===== config.mk =====
export PLATFORM = sky130hd
export DESIGN_NAME = sbr_top
export DESIGN_NICKNAME = d
export VERILOG_FILES = /design/src/core/sbr_sync.v /design/src/core/sbr_top.v
export VERILOG_INCLUDE_DIRS = /design/src /design/src/common
export SDC_FILE = /design/constraint.sdc
export NUM_CORES = 1
export LEC_CHECK = 0
export BUFFER_PORTS_ARGS = -buffer_cell sky130_fd_sc_hd__buf_2
export CORE_ASPECT_RATIO = 0.6
export CORE_UTILIZATION = 38
export CTS_CLUSTER_SIZE = 30
export DETAILED_ROUTE_END_ITERATION = 8
export PLACE_DENSITY = 0.72
export SETUP_SLACK_MARGIN = 0.1
export SYNTH_ARGS = -nofsm -noshare
export SYNTH_HDL_FRONTEND = slang
export SYNTH_SLANG_ARGS = --single-unit

===== constraint.sdc =====
create_clock -name CLK -period 2.4 [get_ports CLK]
set_clock_uncertainty 0.1 [all_clocks]
set_input_delay 0.24 -clock CLK [delete_from_list [all_inputs] [get_ports CLK]]
set_output_delay 0.24 -clock CLK [all_outputs]
set_load 0.01 [all_outputs]

===== src/common/sbr_regs.vh =====
/*
  register indices, field positions and reset values of the break and
  reset status register bank.
  assumes: included by bare name from the core files.
*/
`ifndef SBR_REGS_VH
`define SBR_REGS_VH

// ----------------------------------------------------------------------
// register indices (byte address is four times the index)
// ----------------------------------------------------------------------
`define SBR_IDX_BREAK_WAKEUP_STATUS 16'hfe00
`define SBR_IDX_RESET_CAUSE_STATUS 16'hfe01
`define SBR_IDX_BREAK_FLAG_CONTROL 16'hfe03
`define SBR_IDX_IRQ_STATUS 16'hfe08
`define SBR_IDX_IRQ_MASK 16'hfe09

// ----------------------------------------------------------------------
// field positions
// ----------------------------------------------------------------------
`define SBR_BIT_BREAK_WAKEUP 1
`define SBR_BIT_POWER_ON 7
`define SBR_BIT_EXTERNAL 6
`define SBR_BIT_WATCHDOG 5
`define SBR_BIT_ILL_OPCODE 4
`define SBR_BIT_ILL_ADDRESS 3
`define SBR_BIT_MONITOR 2
`define SBR_BIT_LOW_VOLTAGE 1
`define SBR_BIT_CLEAR_ENABLE 7
`define SBR_BIT_IRQ_WAKEUP 0
`define SBR_BIT_IRQ_RESET 1

// ----------------------------------------------------------------------
// implemented bits and reset values
// ----------------------------------------------------------------------
`define SBR_MASK_BREAK_WAKEUP 8'h02
`define SBR_MASK_RESET_CAUSE 8'hfe
`define SBR_MASK_FLAG_CONTROL 8'h80
`define SBR_MASK_IRQ 8'h03
`define SBR_RST_BREAK_WAKEUP 8'h00
`define SBR_RST_RESET_CAUSE 8'h80
`define SBR_RST_FLAG_CONTROL 8'h00
`define SBR_RST_IRQ_STATUS 8'h00
`define SBR_RST_IRQ_MASK 8'h00

// ----------------------------------------------------------------------
// avalon response codes
// ----------------------------------------------------------------------
`define SBR_RESP_OKAY 2'b00
`define SBR_RESP_SLVERR 2'b10

`endif


===== src/core/sbr_sync.v =====
/*
  two flip-flop level synchroniser, one lane per bit.
  assumes: inputs come from outside the CLK domain; en freezes it.
*/
`timescale 1ns/1ps

module sbr_sync #(
  parameter W = 2,
  parameter [W-1:0] RST_VAL = {W{1'b0}}
) (
  input wire clk,
  input wire rstn,
  input wire en,
  input wire [W-1:0] din,
  output wire [W-1:0] dout
);

  genvar i;

  // ----------------------------------------------------------------------
  // per-bit stages
  // ----------------------------------------------------------------------
  generate
    for (i = 0; i < W; i = i + 1) begin : g_lane
      reg meta_reg;
      reg sync_reg;
      always @(posedge clk or negedge rstn) begin
        if (!rstn) begin
          meta_reg <= RST_VAL[i];
          sync_reg <= RST_VAL[i];
        end else if (en) begin
          meta_reg <= din[i];
          sync_reg <= meta_reg;
        end
      end
      assign dout[i] = sync_reg;
    end
  endgenerate

endmodule // sbr_sync


===== src/core/sbr_top.v =====
/*
  break wakeup, reset cause and break flag control registers on an
  avalon-mm slave with waitrequest, plus a small interrupt unit.
  assumes: RSTN is the power-on reset; other reset causes arrive as
  one-cycle CLK pulses except the reset pin and low-voltage trip, which
  are asynchronous levels.
*/
// Decided for this implementation: the Avalon-MM interface to the registers.
`timescale 1ns/1ps
`include "sbr_regs.vh"

// How it works
// - three byte registers at indices fe00, fe01, fe03
// - break exit from stop/wait sets wakeup flag
// - writing zero or any reset clears it
// - reading reset status clears it afterwards
// - power-on sets power flag, clears others
// - reset flags accumulate until read
// - reset pin assertion sets external flag
// - watchdog timeout sets watchdog flag
// - illegal opcode sets its flag
// - illegal address flag only on opcode fetch
// - monitor mode entry sets monitor flag
// - low-voltage trip sets low-voltage flag
// - clear enable gates flag clearing during break
// - clears outside break always allowed
module sbr_top #(
  parameter AW = 18
) (
  input wire CLK,
  input wire RSTN,
  input wire CE,
  input wire [AW-1:0] ADDRESS,
  input wire READ,
  input wire WRITE,
  input wire [31:0] WRITEDATA,
  input wire [3:0] BYTEENABLE,
  output reg [31:0] READDATA,
  output reg WAITREQUEST,
  output reg [1:0] RESPONSE,
  input wire BREAK_ACTIVE,
  input wire LOWPOWER_ACTIVE,
  input wire BREAK_IRQ,
  input wire RST_PIN_N,
  input wire WDOG_TIMEOUT,
  input wire ILL_OPCODE,
  input wire ILL_ADDR,
  input wire OPCODE_FETCH,
  input wire MON_ENTRY,
  input wire LV_TRIP,
  output reg BREAK_CLEAR_OK,
  output reg IRQ
);

  // ----------------------------------------------------------------------
  // declarations
  // ----------------------------------------------------------------------
  reg [7:0] wakeup_reg;
  reg [7:0] wakeup_next;
  reg [7:0] cause_reg;
  reg [7:0] cause_next;
  reg [7:0] ctrl_reg;
  reg [7:0] ctrl_next;
  reg [7:0] irq_stat_reg;
  reg [7:0] irq_stat_next;
  reg [7:0] irq_mask_reg;
  reg [7:0] irq_mask_next;
  reg pin_seen_reg;
  reg lv_seen_reg;
  reg [7:0] rd_byte;
  reg hit;
  reg [7:0] cause_set;
  reg [7:0] wakeup_set;
  reg [7:0] cause_clr;
  reg [7:0] wakeup_clr;
  reg [7:0] irq_set;
  reg [7:0] irq_clr;
  wire [1:0] sync_out;
  wire pin_low;
  wire lv_high;
  wire [15:0] word_idx;
  wire [33:0] addr_ext;
  wire aligned;
  wire req;
  wire accept;
  wire finish;
  wire wr_lo;
  wire clear_ok;
  wire sel_wakeup;
  wire sel_cause;
  wire sel_ctrl;
  wire sel_istat;
  wire sel_imask;
  wire pin_event;
  wire lv_event;
  wire any_reset;

  // ----------------------------------------------------------------------
  // pin synchronisers
  // ----------------------------------------------------------------------
  sbr_sync #(
    .W(2),
    .RST_VAL(2'b01)
  ) u_sync (
    .clk(CLK),
    .rstn(RSTN),
    .en(CE),
    .din({LV_TRIP, RST_PIN_N}),
    .dout(sync_out)
  );

  assign pin_low = ~sync_out[0];
  assign lv_high = sync_out[1];

  // edge detect on the synchronised levels
  always @(posedge CLK or negedge RSTN) begin
    if (!RSTN) begin
      pin_seen_reg <= 1'b0;
      lv_seen_reg <= 1'b0;
    end else if (CE) begin
      pin_seen_reg <= pin_low;
      lv_seen_reg <= lv_high;
    end
  end

  assign pin_event = pin_low & ~pin_seen_reg;
  assign lv_event = lv_high & ~lv_seen_reg;

  // ----------------------------------------------------------------------
  // bus decode
  // ----------------------------------------------------------------------
  // zero-extend the byte address, then take the word index
  assign addr_ext = {{(34-AW){1'b0}}, ADDRESS};
  assign word_idx = addr_ext[17:2];
  assign aligned = (ADDRESS[1:0] == 2'b00);
  assign req = (READ | WRITE) & CE;
  // accept on the first cycle of a request, finish on the ack cycle
  assign accept = req & WAITREQUEST;
  assign finish = req & ~WAITREQUEST;
  assign wr_lo = WRITE & BYTEENABLE[0];

  assign sel_wakeup = aligned & (word_idx == `SBR_IDX_BREAK_WAKEUP_STATUS);
  assign sel_cause = aligned & (word_idx == `SBR_IDX_RESET_CAUSE_STATUS);
  assign sel_ctrl = aligned & (word_idx == `SBR_IDX_BREAK_FLAG_CONTROL);
  assign sel_istat = aligned & (word_idx == `SBR_IDX_IRQ_STATUS);
  assign sel_imask = aligned & (word_idx == `SBR_IDX_IRQ_MASK);

  // ----------------------------------------------------------------------
  // break clear gating
  // ----------------------------------------------------------------------
  // clearing allowed outside break, or in break with enable set
  assign clear_ok = ~BREAK_ACTIVE |
    ctrl_reg[`SBR_BIT_CLEAR_ENABLE];

  // ----------------------------------------------------------------------
  // read mux
  // ----------------------------------------------------------------------
  always @* begin
    hit = sel_wakeup | sel_cause | sel_ctrl | sel_istat | sel_imask;
    rd_byte = 8'h00;
    if (sel_wakeup) begin
      rd_byte = wakeup_reg & `SBR_MASK_BREAK_WAKEUP;
    end else if (sel_cause) begin
      rd_byte = cause_reg & `SBR_MASK_RESET_CAUSE;
    end else if (sel_ctrl) begin
      rd_byte = ctrl_reg & `SBR_MASK_FLAG_CONTROL;
    end else if (sel_istat) begin
      rd_byte = irq_stat_reg & `SBR_MASK_IRQ;
    end else if (sel_imask) begin
      rd_byte = irq_mask_reg & `SBR_MASK_IRQ;
    end
  end

  // ----------------------------------------------------------------------
  // event collection
  // ----------------------------------------------------------------------
  always @* begin
    cause_set = 8'h00;
    cause_set[`SBR_BIT_EXTERNAL] = pin_event;
    cause_set[`SBR_BIT_WATCHDOG] = WDOG_TIMEOUT;
    cause_set[`SBR_BIT_ILL_OPCODE] = ILL_OPCODE;
    cause_set[`SBR_BIT_ILL_ADDRESS] = ILL_ADDR & OPCODE_FETCH;
    cause_set[`SBR_BIT_MONITOR] = MON_ENTRY;
    cause_set[`SBR_BIT_LOW_VOLTAGE] = lv_event;
    wakeup_set = 8'h00;
    wakeup_set[`SBR_BIT_BREAK_WAKEUP] = BREAK_IRQ &
      LOWPOWER_ACTIVE;
  end

  assign any_reset = |cause_set;

  // ----------------------------------------------------------------------
  // reset cause next value
  // ----------------------------------------------------------------------
  always @* begin
    cause_clr = 8'h00;
    // clear after the read data has gone out
    if (finish & READ & sel_cause & clear_ok) begin
      cause_clr = 8'hff;
    end
    // set wins over the read clear
    cause_next = (cause_reg & ~cause_clr) | cause_set;
  end

  // ----------------------------------------------------------------------
  // break wakeup next value
  // ----------------------------------------------------------------------
  always @* begin
    wakeup_clr = 8'h00;
    if (finish & wr_lo & sel_wakeup & clear_ok &
        ~WRITEDATA[`SBR_BIT_BREAK_WAKEUP]) begin
      wakeup_clr[`SBR_BIT_BREAK_WAKEUP] = 1'b1;
    end
    if (any_reset) begin
      wakeup_clr[`SBR_BIT_BREAK_WAKEUP] = 1'b1;
    end
    if (any_reset) begin
      wakeup_next = wakeup_reg & ~wakeup_clr;
    end else begin
      wakeup_next = (wakeup_reg & ~wakeup_clr) | wakeup_set;
    end
  end

  // ----------------------------------------------------------------------
  // control and mask next values
  // ----------------------------------------------------------------------
  always @* begin
    ctrl_next = ctrl_reg;
    irq_mask_next = irq_mask_reg;
    if (finish & wr_lo & sel_ctrl) begin
      ctrl_next = WRITEDATA[7:0] & `SBR_MASK_FLAG_CONTROL;
    end
    if (finish & wr_lo & sel_imask) begin
      irq_mask_next = WRITEDATA[7:0] & `SBR_MASK_IRQ;
    end
  end

  // ----------------------------------------------------------------------
  // interrupt status next value
  // ----------------------------------------------------------------------
  always @* begin
    irq_clr = 8'h00;
    irq_set = 8'h00;
    if (finish & wr_lo & sel_istat) begin
      irq_clr = WRITEDATA[7:0] & `SBR_MASK_IRQ;
    end
    // set wins over the write-one clear
    irq_set[`SBR_BIT_IRQ_WAKEUP] = |wakeup_set & ~any_reset;
    irq_set[`SBR_BIT_IRQ_RESET] = any_reset;
    irq_stat_next = (irq_stat_reg & ~irq_clr) | irq_set;
  end

  // ----------------------------------------------------------------------
  // register state
  // ----------------------------------------------------------------------
  always @(posedge CLK or negedge RSTN) begin
    if (!RSTN) begin
      wakeup_reg <= `SBR_RST_BREAK_WAKEUP;
    end else if (CE) begin
      wakeup_reg <= wakeup_next & `SBR_MASK_BREAK_WAKEUP;
    end
  end

  always @(posedge CLK or negedge RSTN) begin
    if (!RSTN) begin
      cause_reg <= `SBR_RST_RESET_CAUSE;
    end else if (CE) begin
      cause_reg <= cause_next & `SBR_MASK_RESET_CAUSE;
    end
  end

  always @(posedge CLK or negedge RSTN) begin
    if (!RSTN) begin
      ctrl_reg <= `SBR_RST_FLAG_CONTROL;
    end else if (CE) begin
      ctrl_reg <= ctrl_next;
    end
  end

  always @(posedge CLK or negedge RSTN) begin
    if (!RSTN) begin
      irq_stat_reg <= `SBR_RST_IRQ_STATUS;
    end else if (CE) begin
      irq_stat_reg <= irq_stat_next & `SBR_MASK_IRQ;
    end
  end

  always @(posedge CLK or negedge RSTN) begin
    if (!RSTN) begin
      irq_mask_reg <= `SBR_RST_IRQ_MASK;
    end else if (CE) begin
      irq_mask_reg <= irq_mask_next;
    end
  end

  // ----------------------------------------------------------------------
  // bus handshake
  // ----------------------------------------------------------------------
  // one wait cycle, then a single ack cycle with data and response
  always @(posedge CLK or negedge RSTN) begin
    if (!RSTN) begin
      WAITREQUEST <= 1'b1;
      READDATA <= 32'h00000000;
      RESPONSE <= `SBR_RESP_OKAY;
    end else if (CE) begin
      if (accept) begin
        WAITREQUEST <= 1'b0;
        RESPONSE <= hit ? `SBR_RESP_OKAY : `SBR_RESP_SLVERR;
        if (READ) begin
          READDATA <= {24'h000000, rd_byte};
        end else begin
          READDATA <= 32'h00000000;
        end
      end else begin
        WAITREQUEST <= 1'b1;
      end
    end
  end

  // ----------------------------------------------------------------------
  // side outputs
  // ----------------------------------------------------------------------
  always @(posedge CLK or negedge RSTN) begin
    if (!RSTN) begin
      BREAK_CLEAR_OK <= 1'b1;
    end else if (CE) begin
      BREAK_CLEAR_OK <= ~BREAK_ACTIVE |
        ctrl_next[`SBR_BIT_CLEAR_ENABLE];
    end
  end

  // ----------------------------------------------------------------------
  // interrupt output
  // ----------------------------------------------------------------------
  always @(posedge CLK or negedge RSTN) begin
    if (!RSTN) begin
      IRQ <= 1'b0;
    end else if (CE) begin
      IRQ <= |(irq_stat_next & irq_mask_next & `SBR_MASK_IRQ);
    end
  end

endmodule // sbr_top


# After elaboration in Yosys (flattened, before gate mapping)
# Index checks and enable logic that the tools add are counted.
# classes
eq_ne	5
bitwise_logic	48
muxes	15
n_reduce_logical	4
# op_table
op	n
16-bit == test, second input constant	5
8-bit two-way mux	8
1-bit AND	24
8-bit AND	1
2-bit two-way mux	4
8-bit inverter	1
8-bit by 7-bit OR with 8-bit output	1
1-bit inverter	7
1-bit OR	7
2-bit AND	3
6-bit OR reduction	1
2-bit inverter	2
2-bit OR	2
1-bit two-way mux	3
2-bit zero test	1
2-bit AND reduction	1
2-bit OR reduction	1
# word_totals
in_bits	69
word_cells	88
regBits	62

# Longest topological paths before layout
# depth
word_depth	13
ltp_mapped	5
mapped_depth_nobuf	5

# Modules after synthesis
# A second synthesis with hierarchy kept.
# unflattened
cells_unflattened	154
area_unflattened_um2	1697.9
# modules_own_cells
mod	instances	cells_each	seq_area_each_um2	area_per_inst_um2
sbr_top	1	144	679.4	1535.2
sbr_sync	1	10	102.6	162.7

# Least setup slack after synthesis
# OpenSTA, ideal clock, no wires.
# synth_path
path_type	input port to flip-flop
from	input ADDRESS[9]
to	register BREAK_CLEAR_OK
path_stages	5
required_time_ns	2.220
arrival_time_ns	1.993
setup_slack_ns	0.227
setup_time_ns	0.080
n_path_buf	0
path_cell_list	or4b_4 or4_4 nor3_2 mux2_4 o22a_1
# synth_via
elab_chain_cells	5
# synth_rtl
item	line	source
start: declaration	sbr_top.v:33	input wire [AW-1:0] ADDRESS,
16-bit == test (no line)	n/a	
1-bit AND	sbr_top.v:144	assign sel_ctrl = aligned & (word_idx == `SBR_IDX_BREAK_FLAG_CONTROL);
1-bit AND	sbr_top.v:230	if (finish & wr_lo & sel_ctrl) begin
8-bit two-way mux	sbr_top.v:230	
1-bit OR	sbr_top.v:327	BREAK_CLEAR_OK <= ~BREAK_ACTIVE |
end signal: assignment	sbr_top.v:327	
end: declaration	sbr_top.v:51	output reg BREAK_CLEAR_OK,
# Every way passes these cells.
# A chain may end at the register's enable or synchronous reset.

# Worst setup path after layout
# Ends and elaborated chain as after synthesis.

==> impl_table.tex <==
\begin{tabular}{lr}
\hline
Metric & Value \\
\hline
\multicolumn{2}{l}{\textbf{Run status}} \\
\quad Result of the run & finished, final reports clean \\
\multicolumn{2}{l}{\textbf{Worst setup path}} \\
\quad Maximum fanout along the worst path & 4 \\
\quad Kind of critical path & in -> reg \\
\quad Slack of the worst reg-to-reg path & 0.66 ns \\
\quad Worst path required time & 2.51 ns \\
\quad Depth of the worst register-to-register path & 5 \\
\quad Type of destination of the critical path & flip-flop \\
\quad Kind of start point of the critical path & primary input \\
\quad Data arrival time of the critical path & 2.20 ns \\
\multicolumn{2}{l}{\textbf{Final layout}} \\
\quad Final core area utilization & 49.5\% \\
\quad Number of filler instances in the final layout & 438 \\
\quad Area occupied by multi-input gates & 802 µm² \\
\quad Sequential cell area & 782 µm² \\
\quad Final Net Count & 287 \\
\quad Number of inserted diodes & 0 \\
\quad Synth-to-Final Area Change & 22.0\% \\
\quad Max FFs per register & 8 \\
\quad Fraction of final layout cells with drive strength greater than 1 & 38.4\% \\
\multicolumn{2}{l}{\textbf{STA}} \\
\quad Highest clock rate & 479 MHz \\
\quad Minimum hold slack & 0.0933 ns \\
\quad Final setup TNS & 0 ns \\
\quad Unrepaired setup endpoints after global routing & false \\
\quad Count of final hold-check violations & 0 \\
\quad Post-route minimum period & 2.09 ns \\
\quad Transition time at the pin with the least slew margin & 0.879 ns \\
\quad Worst rel slew slack & 41.1\% \\
\quad Final-report max-slew violation count & 0 \\
\quad Endpoints failing setup & 0 \\
\quad Final clock period utilization by the worst path & 87.0\% \\
\multicolumn{2}{l}{\textbf{Drt}} \\
\quad Post-detailed-route via-to-cell ratio & 4.78 \\
\quad Residual antenna-violating net count after detailed routing & 0 \\
\quad Total iterations of the first detailed-routing run & 4 \\
\quad WL/cell & 13.1 µm \\
\quad Via Count & 1334 \\
\quad Total length of routed wires & 3.65 mm \\
\quad Number of DRC markers after the initial detailed-route iteration & 74 \\
\quad Post-route DRC violation count & 0 \\
\multicolumn{2}{l}{\textbf{Place}} \\
\quad Count of input and output buffers & 48 \\
\quad Sum of net half-perimeters after detailed placement & 2.88 mm \\
\quad Routability-driven placement congestion ratio & 0.807 \\
\multicolumn{2}{l}{\textbf{Yosys}} \\
\quad Yosys Warn Count & 0 \\
\quad Post-Synthesis Cells & 160 \\
\quad Primary flip-flop cell chosen by synthesis mapping & dfrtp\_1 \\
\quad Post-Synth XOR/XNOR Area & 0\% \\
\quad Number of synthesized register bits & 31 \\
\quad Seq/Total Area, Yosys & 45.8\% \\
\quad Cell variety after synth & 47 \\
\quad Async S/R FF share, synth & 100\% \\
\quad Main combinational cell family by area after synthesis & simple AND/OR/NAND/NOR gates \\
\quad Synthesized-area fraction occupied by and/or/nand/nor cells & 20.7\% \\
\quad Cell area after technology mapping & 0.00171 mm² \\
\quad Synthesized area per cell & 10.7 µm² \\
\quad Arithmetic-cell share of the synthesized area counting full adders, half adders and majority gates & 0\% \\
\quad Share of cell area taken by muxes after synthesis & 5.42\% \\
\quad Count of flip-flops with a built-in enable after synthesis & 0 \\
\quad Complex-gate fraction of the synthesized area & 15.3\% \\
\multicolumn{2}{l}{\textbf{Global routing}} \\
\quad Total routing usage reported by global routing & 16.4\% \\
\quad Global Route met3 Usage & 6.60\% \\
\quad Grt peak-use layer & met1 \\
\quad Via count of the first global-routing pass & 1084 \\
\quad Largest net degree at the start of global routing & 32 \\
\quad Global-route wire length before repair & 5.55 mm \\
\quad Number of antenna violations at the first check in global routing & 0 \\
\quad Grt met2 use & 22.6\% \\
\quad Grt ovf & 0 \\
\quad Global Route met1 Usage & 24.0\% \\
\multicolumn{2}{l}{\textbf{Die}} \\
\quad Effective utilization at floorplan & 40.6\% \\
\quad Die height & 53.9 µm \\
\quad Cell Rows & 18 \\
\quad Area of the placeable core & 0.00421 mm² \\
\quad Die ar. & 0.00478 mm² \\
\quad Die width & 88.6 µm \\
\quad I/O pins & 106 \\
\multicolumn{2}{l}{\textbf{Power}} \\
\quad Post-layout power & 1.25 mW \\
\quad P\_int & 0.954 mW \\
\quad Reported net switching power & 0.296 mW \\
\quad Static power due to leakage & 1.03 nW \\
\quad Part of the total power dissipated in sequential elements & 46.0\% \\
\quad Fraction of power consumed by combinational cells & 12.2\% \\
\quad Relative contribution of the clock network to total power & 41.9\% \\
\quad Power per standard cell area & 600 mW/mm² \\
\quad Worst VDD drop & 0.288 mV \\
\quad Switching share of total power & 23.7\% \\
\multicolumn{2}{l}{\textbf{Clocking}} \\
\quad Clock tree from TritonCTS & done \\
\quad Clock-pin slew reported for the worst setup and hold paths after clock tree synthesis & 0.07 ns \\
\quad Maximum level of the CTS H-tree & 2 \\
\quad CTS resizes & 0 \\
\quad Clock buffer count from CTS & 5 \\
\quad Clock buffer depth & 2 \\
\quad Skew-Pair Late Insertion Delay & 0.28 ns \\
\quad Number of sinks on the clock net & 31 \\
\quad Library cell used as clock root buffer & clkbuf\_8 \\
\multicolumn{2}{l}{\textbf{Min path}} \\
\quad Worst hold path cell count & 2 \\
\quad Kind of path behind the tightest hold check & in -> reg \\
\multicolumn{2}{l}{\textbf{Flow run}} \\
\quad Number of maximum-capacitance constraint violations & 0 \\
\hline
\end{tabular}
-- layer usage --
metal / up-vias / part of all wire [%] / wire, µm
li1: 656 / - / -
met3: 0 / 6.8 / 249
met5: - / 0 / 0
met4: 0 / 0 / 0
met1: 636 / 53 / 1920
met2: 42 / 41 / 1480
-- area by class of cell --
class	instances	share of cell area (%)
well taps	60	3.60
multi-input cells	122	38.5
inverters	3	0.541
clock inverters	2	1.68
flip-flops and latches	31	37.5
repair buffers	55	14.2
clock buffers	6	3.96
-- power by group through the flow --
stage               Clock, mW  Sequential [mW]  Combinational, mW
finish                  0.524            0.575              0.152
global route            0.570            0.578              0.171
CTS                     0.540            0.574              0.153
detailed placement          0            0.584              0.152
global placement            0            0.583              0.149
floorplan                   0            0.582              0.110
-- through the flow --
stage / cells / setup slack, ns / area (µm²)
2_1_floorplan: 184 / 0.227 / 1800
3_3_place_gp: 270 / 0.0458 / 1960
3_5_place_dp: 270 / 0.0218 / 1960
4_1_cts: 279 / 0.325 / 2080
6_report: 279 / 0.312 / 2080
5_1_grt: 279 / 0.222 / 2080
-- critical path: stages --
cell	delay, ns
buf_2	0.10
or4b_4	0.57
or4_4	0.60
nor3_2	0.20
mux2_4	0.33
o22a_1	0.17
-- what timing repair did --
action	CTS	global route
hold buffers	1	0
endpoints found under the hold margin	26	0
buffers inserted	0	0
-- kinds of logic after synthesis --
group,count (synthesis)
other cells,1
buf+inv,31
simple gates,54
mux,8
compound gates,35
flops,31
-- cell usage after synthesis, types with 2 or more instances --
cell / n / share of area, %
a21o_1: 2 / 0.88
nor3_1: 2 / 0.59
mux2_2: 6 / 4.0
nand4_1: 2 / 0.73
o21a_1: 2 / 0.88
clkbuf_1: 2 / 0.44
o21ai_0: 3 / 0.88
and2_1: 2 / 0.73
nand2_1: 14 / 3.1
o2bb2ai_1: 2 / 1.0
a211oi_1: 2 / 0.88
a22o_1: 9 / 4.6
buf_4: 26 / 11
nor2_1: 8 / 1.8
nand3_1: 4 / 1.2
nand4b_1: 2 / 1.0
or4_4: 2 / 1.3
and3_1: 4 / 1.5
dfstp_2: 5 / 7.7
inv_1: 3 / 0.66
o31ai_1: 2 / 0.88
nor4_4: 2 / 2.5
a21oi_1: 5 / 1.5
dfrtp_1: 26 / 38
-- placed cells by master, fill, tap and decap left out, types with 2 or more instances in the layout --
cell	instances
a211oi_1	2
a21o_1	2
a21oi_1	5
a22o_1	9
and2_1	2
and3_1	4
buf_2	48
buf_4	6
clkbuf_8	6
conb_1	25
dfrtp_1	26
dfstp_2	5
inv_1	3
mux2_2	6
nand2_1	14
nand3_1	4
nand4_1	2
nand4b_1	2
nor2_1	8
nor3_1	2
nor4_4	2
o21a_1	2
o21ai_0	3
o2bb2ai_1	2
o31ai_1	2
or4_4	2
-- final timing paths --
check,startpoint,endpoint
min in group asynchronous,RSTN,READDATA[5]
max reg2reg,WAITREQUEST,IRQ
max,ADDRESS[9],BREAK_CLEAR_OK
min,RST_PIN_N,u_sync.g_lane[0].meta_reg
min reg2reg,READDATA[0],READDATA[0]
max in group asynchronous,RSTN,u_sync.g_lane[1].meta_reg
No activity file was read; power rests on OpenSTA's default activity.
